`config.mk`:
```
export PLATFORM = sky130hd
export DESIGN_NAME = dacrt_top
export DESIGN_NICKNAME = d
export VERILOG_FILES = /design/src/pkg/dacrt_pkg.sv /design/src/design/dacrt_fifo.sv /design/src/design/dacrt_top.sv
export VERILOG_INCLUDE_DIRS = /design/src /design/src/pkg
export SDC_FILE = /design/constraint.sdc
export NUM_CORES = 1
export LEC_CHECK = 0
export ABC_CLOCK_PERIOD_IN_PS = 7000
export BUFFER_PORTS_ARGS = -buffer_cell sky130_fd_sc_hd__buf_2
export CAP_MARGIN = 20
export CORE_ASPECT_RATIO = 1.1
export CORE_MARGIN = 10
export CORE_UTILIZATION = 60
export CTS_BUF_LIST = sky130_fd_sc_hd__clkbuf_16
export CTS_CLUSTER_SIZE = 20
export DETAILED_ROUTE_END_ITERATION = 12
export GPL_TIMING_DRIVEN = 0
export HOLD_SLACK_MARGIN = 0.1
export PLACE_DENSITY = 0.81
export SLEW_MARGIN = 20
export SYNTH_ARGS = -nofsm -noshare
export SYNTH_HDL_FRONTEND = slang
export SYNTH_SLANG_ARGS = --single-unit
export TNS_END_PERCENT = 5
```
`constraint.sdc`:
```
create_clock -name mclk -period 7 [get_ports mclk]
set_input_delay 1.75 -clock mclk [delete_from_list [all_inputs] [get_ports mclk]]
set_output_delay 1.75 -clock mclk [all_outputs]
set_load 0.005 [all_outputs]
```
`src/pkg/dacrt_defines.svh`:
```
`ifndef DACRT_DEFINES_SVH
`define DACRT_DEFINES_SVH
`define DACRT_CLK_MHZ        40
`define DACRT_T_CONV14_NS    680
`define DACRT_T_CONV12_NS    610
`define DACRT_T_BUSY_NS      40
`define DACRT_CONV14_CYC     ((`DACRT_T_CONV14_NS * `DACRT_CLK_MHZ) / 1000)
`define DACRT_CONV12_CYC     ((`DACRT_T_CONV12_NS * `DACRT_CLK_MHZ) / 1000)
`define DACRT_BUSY_CYC       (((`DACRT_T_BUSY_NS * `DACRT_CLK_MHZ) / 1000) > 0 ? \
                              ((`DACRT_T_BUSY_NS * `DACRT_CLK_MHZ) / 1000) : 1)
// Cycles lost to the pin synchroniser and the closing edge, taken off the conversion count.
`define DACRT_PIN_LAT_CYC    4
`define DACRT_FRAME_BITS     28
`define DACRT_WORD_BITS      14
`define DACRT_FIFO_DEPTH     16
`define DACRT_FIFO_AW        4
`define DACRT_PAIR_W         28
`endif

```
`src/pkg/dacrt_pkg.sv`:
```
`default_nettype none
package dacrt_pkg;
   typedef enum logic [1:0] {dacrt_idle, dacrt_conv, dacrt_done} dacrt_state_type;
endpackage : dacrt_pkg
`default_nettype wire

```
`src/design/dacrt_fifo.sv`:
```
`timescale 1ns/1ps
`default_nettype none
module dacrt_fifo #(
   parameter int WIDTH = 28,
   parameter int DEPTH = 16,
   parameter int AW    = 4
) (
   input  wire logic             mclk,
   input  wire logic             rst,
   input  wire logic             in_valid,
   output logic                  in_ready,
   input  wire logic [WIDTH-1:0] in_data,
   output logic                  out_valid,
   input  wire logic             out_ready,
   output logic      [WIDTH-1:0] out_data
);
   logic [WIDTH-1:0] mem_ff [DEPTH];
   logic [AW:0]      wp_ff;
   logic [AW:0]      rp_ff;
   logic             empty;
   logic             full;
   logic             do_rd;
   logic [AW:0]      level;
   assign empty    = (wp_ff == rp_ff);
   // The output register holds a word too, so it counts towards the depth.
   assign level    = (wp_ff - rp_ff) + {{AW{1'b0}}, out_valid};
   assign full     = (level == (AW+1)'(DEPTH));
   assign in_ready = !full;
   assign do_rd    = !empty && (!out_valid || out_ready);
   always_ff @(posedge mclk) begin
      if (in_valid && !full) begin
         mem_ff[wp_ff[AW-1:0]] <= in_data;
      end
   end
   always_ff @(posedge mclk) begin
      if (rst) begin
         wp_ff <= '0;
      end else if (in_valid && !full) begin
         wp_ff <= wp_ff + 1'b1;
      end
   end
   always_ff @(posedge mclk) begin
      if (rst) begin
         rp_ff     <= '0;
         out_valid <= 1'b0;
         out_data  <= '0;
      end else if (do_rd) begin
         rp_ff     <= rp_ff + 1'b1;
         out_valid <= 1'b1;
         out_data  <= mem_ff[rp_ff[AW-1:0]];
      end else if (out_ready) begin
         out_valid <= 1'b0;
      end
   end
endmodule : dacrt_fifo
`default_nettype wire

```
`src/design/dacrt_top.sv`:
```
// Function
// - BUSY falls within 680 ns (14-bit) or 610 ns (12-bit) after convert start; with no sample pair queued, the design holds BUSY high until one arrives.
// - BUSY rises within 40 ns of the convert-start falling edge; the design takes two to three mclk cycles.
// - With select already low, the MSB is on the outputs when BUSY falls.
// - Outputs leave high impedance within 10 ns of select falling; the design takes two to three mclk cycles.
// - Outputs return to high impedance within 10 ns of select rising; the design takes two to three mclk cycles.
// - Results shift out MSB first, one bit per serial clock falling edge.
// - Fourteen further clocks deliver the other converter's result, 12-bit padded by zeros.
// - The pair select is sampled on BUSY rising for the next conversion.
// - Both converters' results appear together, one on each output.
`timescale 1ns/1ps
`default_nettype none
`include "dacrt_defines.svh"
module dacrt_top
   import dacrt_pkg::*;
#(
   parameter bit RES14 = 1'b1
) (
   input  wire logic        mclk,
   input  wire logic        rst,
   input  wire logic        convert_start_n,
   input  wire logic        cs_n,
   input  wire logic        sclk,
   input  wire logic        addr,
   input  wire logic        smp_valid,
   output logic             smp_ready,
   input  wire logic [13:0] smp_a,
   input  wire logic [13:0] smp_b,
   output logic             smp_addr,
   output logic             busy,
   output logic             serial_out_a,
   output logic             serial_out_a_oe,
   output logic             serial_out_b,
   output logic             serial_out_b_oe
);
   localparam logic [9:0] CONV_CYC = RES14 ? 10'(`DACRT_CONV14_CYC) : 10'(`DACRT_CONV12_CYC);
   localparam logic [9:0] DONE_CNT = CONV_CYC - 10'(`DACRT_PIN_LAT_CYC);
   localparam logic [4:0] FRAME    = 5'(`DACRT_FRAME_BITS);
   dacrt_state_type state_ff;
   logic [2:0]  cnv_sync_ff;
   logic [1:0]  cs_sync_ff;
   logic [2:0]  sclk_sync_ff;
   logic [1:0]  addr_sync_ff;
   logic [9:0]  cnt_ff;
   logic        addr_ff;
   logic [27:0] sh_a_ff;
   logic [27:0] sh_b_ff;
   logic [4:0]  bit_ff;
   logic        q_valid;
   logic        q_ready;
   logic [27:0] q_data;
   logic        cnv_fall;
   logic        sclk_fall;
   logic        cs_low;
   logic        conv_end;
   logic [13:0] wa;
   logic [13:0] wb;
   assign cnv_fall  = cnv_sync_ff[2] && !cnv_sync_ff[1];
   assign sclk_fall = sclk_sync_ff[2] && !sclk_sync_ff[1];
   assign cs_low    = !cs_sync_ff[1];
   assign conv_end  = (state_ff == dacrt_conv) && (cnt_ff == DONE_CNT) && q_valid;
   assign q_ready   = conv_end;
   assign smp_addr  = addr_ff;
   assign wa = RES14 ? q_data[27:14] : {q_data[25:14], 2'b00};
   assign wb = RES14 ? q_data[13:0]  : {q_data[11:0], 2'b00};
   dacrt_fifo #(
      .WIDTH (`DACRT_PAIR_W),
      .DEPTH (`DACRT_FIFO_DEPTH),
      .AW    (`DACRT_FIFO_AW)
   ) u_fifo (
      .mclk      (mclk),
      .rst       (rst),
      .in_valid  (smp_valid),
      .in_ready  (smp_ready),
      .in_data   ({smp_a, smp_b}),
      .out_valid (q_valid),
      .out_ready (q_ready),
      .out_data  (q_data)
   );
   always_ff @(posedge mclk) begin
      if (rst) begin
         cnv_sync_ff  <= 3'b111;
         cs_sync_ff   <= 2'b11;
         sclk_sync_ff <= 3'b000;
         addr_sync_ff <= 2'b00;
      end else begin
         cnv_sync_ff  <= {cnv_sync_ff[1:0], convert_start_n};
         cs_sync_ff   <= {cs_sync_ff[0], cs_n};
         sclk_sync_ff <= {sclk_sync_ff[1:0], sclk};
         addr_sync_ff <= {addr_sync_ff[0], addr};
      end
   end
   always_ff @(posedge mclk) begin
      if (rst) begin
         state_ff <= dacrt_idle;
         cnt_ff   <= '0;
         busy     <= 1'b0;
      end else begin
         unique case (state_ff)
            dacrt_idle: begin
               if (cnv_fall) begin
                  state_ff <= dacrt_conv;
                  cnt_ff   <= '0;
                  busy     <= 1'b1;
               end
            end
            dacrt_conv: begin
               if (conv_end) begin
                  state_ff <= dacrt_done;
                  busy     <= 1'b0;
               end else if (cnt_ff != DONE_CNT) begin
                  cnt_ff <= cnt_ff + 10'h001;
               end
            end
            dacrt_done: begin
               state_ff <= dacrt_idle;
            end
         endcase
      end
   end
   always_ff @(posedge mclk) begin
      if (rst) begin
         addr_ff <= 1'b0;
      end else if (state_ff == dacrt_idle && cnv_fall) begin
         addr_ff <= addr_sync_ff[1];
      end
   end
   always_ff @(posedge mclk) begin
      if (rst) begin
         sh_a_ff <= '0;
         sh_b_ff <= '0;
         bit_ff  <= '0;
      end else if (conv_end) begin
         sh_a_ff <= {wa, wb};
         sh_b_ff <= {wb, wa};
         bit_ff  <= '0;
      end else if (!cs_low) begin
         bit_ff <= '0;
      end else if (sclk_fall && bit_ff != FRAME) begin
         sh_a_ff <= {sh_a_ff[26:0], 1'b0};
         sh_b_ff <= {sh_b_ff[26:0], 1'b0};
         bit_ff  <= bit_ff + 5'h01;
      end
   end
   always_ff @(posedge mclk) begin
      if (rst) begin
         serial_out_a    <= 1'b0;
         serial_out_b    <= 1'b0;
         serial_out_a_oe <= 1'b0;
         serial_out_b_oe <= 1'b0;
      end else begin
         serial_out_a_oe <= cs_low;
         serial_out_b_oe <= cs_low;
         serial_out_a    <= conv_end ? wa[13] : sh_a_ff[27];
         serial_out_b    <= conv_end ? wb[13] : sh_b_ff[27];
      end
   end
endmodule : dacrt_top
`default_nettype wire

```
==> flow_summary.json <==
{
  "run_status": "finished, final reports clean",
  "grt_pass1_wl_um": 82800,
  "holdPathEnd": "cnv_sync_ff[1]$_SDFF_PP1_",
  "arrival_ns": 4.01,
  "finalHoldViolations": 0,
  "fin_setup_tns_ns": 0,
  "grtUsageTotal_pct": 24.1,
  "clk_pin_slew_worst_paths_ns": 0.06,
  "postCtsResizedCells": 0,
  "pwr-share-seq_pct": 47.9,
  "grt_pass1_vias": 13400,
  "maxClockFrequency_mhz": 174,
  "drive_gt1_share_pct": 20.8,
  "fin_worst_skew_ns": 0.0238,
  "fillers": 2278,
  "numPortBuffers": 40,
  "cts_tree": "done",
  "ios": 42,
  "syn_to_final_growth_pct": 13.3,
  "period_share_pct": 82.2,
  "crit_family": "buffers and inverters",
  "dpl.hpwl_um": 33600,
  "clockRootBuffer": "clkbuf_16",
  "required_ns": 5.25,
  "seq_area_frac_synth_pct": 71.6,
  "antenna_found_initial": 1,
  "gp_congestion": 0.854,
  "clockPowerShare_pct": 32.4,
  "period_needed_ns": 5.76,
  "h-tree-depth": 2,
  "peakVddDrop_mv": 0.279,
  "cap_violations": 0,
  "initial_core_util_pct": 60.5,
  "fp-row-count": 74,
  "grt_overflow": 0,
  "reg2reg_slack_ns": 2.21,
  "grt_max_degree": 23,
  "fin_nets": 1545,
  "drt-initial-drc-count": 1522,
  "yosysUniqueCellTypes": 50,
  "reg2reg_from": "u_fifo.rp_ff[1]$_SDFFE_PP0P_",
  "startpoint_type": "flip-flop",
  "vias_per_cell": 6.41,
  "synth-seq-cells": 575,
  "crit_path_max_fanout": 10,
  "multi_input_area_um2": 5950,
  "num_vias": 13000,
  "leakagePower_uw": 0.00831,
  "reg2reg_depth": 13,
  "fp.dieH_um": 222,
  "postCtsSetupBuffers": 0,
  "synth.yosys.warnings": 0,
  "core_um2": 36900,
  "seq_area_um2": 16000,
  "combPwrFrac_pct": 19.7,
  "critical_path_class": "reg2out",
  "dp_slack_ns": 1.94,
  "intPower_uw": 6270,
  "netlist_area_um2": 22300,
  "timing.rr.end": "u_fifo.mem_ff[14][2]$_DFFE_PP_",
  "first_pass_iters": 8,
  "p_sw_uw": 2380,
  "endpoint_kind": "output port",
  "cpMaxStageDelayCell": "ha_1",
  "worst_pin_slew_ns": 0.900,
  "synth_area_per_cell_um2": 16.2,
  "die-area_um2": 45300,
  "clock_latency_ns": 0.58,
  "rsz0062_at_grt": "no",
  "cts_buffers": 54,
  "netlist_instances": 1376,
  "cts_hold_buffers": 0,
  "antenna_left": 0,
  "synth_nets": 1430,
  "clock_path_buffers": 3,
  "swShare_pct": 27.5,
  "die_w_um": 204,
  "clock_sink_count": 575,
  "min_from": "cnv_sync_ff[0]$_SDFF_PP1_",
  "wl_um": 54300,
  "hold_path.class": "reg2reg",
  "drc": 0,
  "cp_cell_sequence": "clkbuf_1 > buf_2 > inv_1 > clkbuf_1 > ha_1 > fa_1 > xor2_1 > or3_1 > o21ba_2 > nand2_1 > buf_2",
  "drv_slew": 0,
  "worst_slack_ns": 1.24,
  "powerDensity_nw_per_um2": 342,
  "relSlewSlack_pct": 40.0,
  "post_drt_wl_per_cell_um": 26.7,
  "critPathBufInv": 5,
  "setup_viol": 0,
  "hold_ws_ns": 0.422,
  "max_stage_delay_ns": 0.48,
  "holdPathStages": 1
}
worst reg2reg max path, cell delays in order (launching register included):
cell and delay (ns):
dfxtp_1 0.34, clkbuf_1 0.31, buf_2 0.37, inv_1 0.10, clkbuf_1 0.38, ha_1 0.48
fa_1 0.47, xor2_1 0.17, or3_1 0.34, a2bb2oi_1 0.42, nand2_1 0.19, clkbuf_1 0.23
and3_2 0.44, buf_16 0.27
final cells by class:
type / instances / area share (%)
flip-flops and latches: 575 / 63.2
multi-input cells: 706 / 23.5
clock buffers: 56 / 5.54
well taps: 494 / 2.44
repair buffers: 59 / 2.42
plain buffers: 82 / 1.52
clock inverters: 44 / 1.16
inverters: 13 / 0.193
diodes: 1 / 0.00989
Yosys cell counts, drive strengths merged:
master / n / area (um2)
xnor2: 9 / 78.8
o211ai: 3 / 22.5
fa: 1 / 20.0
mux4: 112 / 2520
nor3: 2 / 10.0
mux2i: 3 / 30.0
nand2: 184 / 691
a311oi: 6 / 52.6
or2: 6 / 37.5
o21bai: 1 / 7.51
nand2b: 2 / 12.5
a32o: 28 / 280
nand4b: 1 / 8.76
nor2b: 12 / 75.1
xor2: 12 / 105
mux2: 4 / 45.0
and3: 17 / 106
nand4: 6 / 43.8
and2: 3 / 18.8
inv: 13 / 48.8
clkbuf: 46 / 173
o21ai: 4 / 23.8
nand3b: 2 / 15.0
nand3: 69 / 358
nor4: 1 / 21.3
buf: 36 / 211
or3: 1 / 6.26
and3b: 1 / 8.76
dfxtp: 127 / 2540
a21o: 2 / 15.0
and2b: 1 / 7.51
o21a: 1 / 7.51
a22oi: 3 / 22.5
a2bb2oi: 1 / 8.76
nor2: 87 / 337
ha: 18 / 225
o21ba: 2 / 20.0
a211oi: 55 / 413
and4bb: 1 / 12.5
a21oi: 45 / 236
edfxtp: 448 / 13500
per-layer routing:
| metal | global-route usage [%] | vias up | share of wire, % |
|---|---|---|---|
| li1 | - | 5544 | - |
| met1 | 30.1 | 6502 | 35 |
| met2 | 40.1 | 802 | 50 |
| met3 | 5.11 | 157 | 10 |
| met4 | 10.1 | 2 | 3.9 |
| met5 | 0 | - | 0.026 |
cell usage in the layout, fill, tap and decap left out, types with 4 or more instances in the layout:
master and instances:
a211oi_1 55, a21oi_1 43, a311oi_1 6, a32o_1 28, and3_1 4, and3_2 13, buf_1 5, buf_12 4
buf_16 11, buf_2 62, buf_4 9, buf_6 4, clkbuf_1 46, clkbuf_16 56, clkinv_1 8, clkinv_2 17
dfxtp_1 127, edfxtp_1 448, ha_1 18, inv_1 23, mux2_2 4, mux4_2 112, nand2_1 184, nand3_1 68
nand4_1 5, nor2_1 85, nor2b_1 11, or2_2 6, xnor2_1 9, xor2_1 12
per-stage QoR:
step / instance area [um2] / utilization (%) / total power [uW] / std cells
floorplan: 22300 / - / 5260 / 1376
finish: 25300 / 68.5 / 8650 / 2030
global placement: 23200 / 62.7 / 5720 / 1910
CTS: 25300 / 68.5 / 8650 / 2029
global route: 25300 / 68.5 / 8930 / 2029
detailed placement: 23600 / 63.9 / 5860 / 1929
kinds of logic (layout without fill, tap and decap cells):
family	Yosys count	in the layout	share of synthesized area, %
buf+inv	95	254	1.94
other cells	0	1	0
xor+xnor	21	21	0.824
compound gates	151	151	4.97
mux	119	119	11.6
flops	575	575	71.6
fa+ha+maj	19	19	1.10
simple gates	396	396	7.92
registers in the layout, summed over array words and instances (netlist names), 5 cells and up:
signal           count
sh_b_ff             28
bit_ff               5
u_fifo.rp_ff         5
sh_a_ff             28
cnt_ff              10
u_fifo.wp_ff         5
u_fifo.mem_ff      448
u_fifo.out_data     28
worst max-delay path by stage:
stage	depth (start not counted)	slack, ns	endpoint	start
2_1_floorplan	11	2.17	u_fifo.mem_ff[3][0]$_DFFE_PP_	u_fifo.rp_ff[1]$_SDFFE_PP0P_
3_3_place_gp	11	-0.72	u_fifo.mem_ff[3][18]$_DFFE_PP_	u_fifo.rp_ff[1]$_SDFFE_PP0P_
3_5_place_dp	11	1.94	smp_ready	u_fifo.rp_ff[1]$_SDFFE_PP0P_
4_1_cts	11	1.26	smp_ready	u_fifo.rp_ff[1]$_SDFFE_PP0P_
5_1_grt	11	1.06	smp_ready	u_fifo.rp_ff[1]$_SDFFE_PP0P_
6_report	11	1.24	smp_ready	u_fifo.rp_ff[1]$_SDFFE_PP0P_
power by group through the flow:
stage | combinational (uW) | clock (uW) | sequential [uW]
after floorplan | 1140 | 0 | 4120
after global placement | 1530 | 0 | 4190
after detailed placement | 1660 | 0 | 4200
after CTS | 1700 | 2820 | 4130
after global routing | 1820 | 2950 | 4160
final | 1700 | 2800 | 4140
Note: power is estimated with default switching activity, not from simulation.
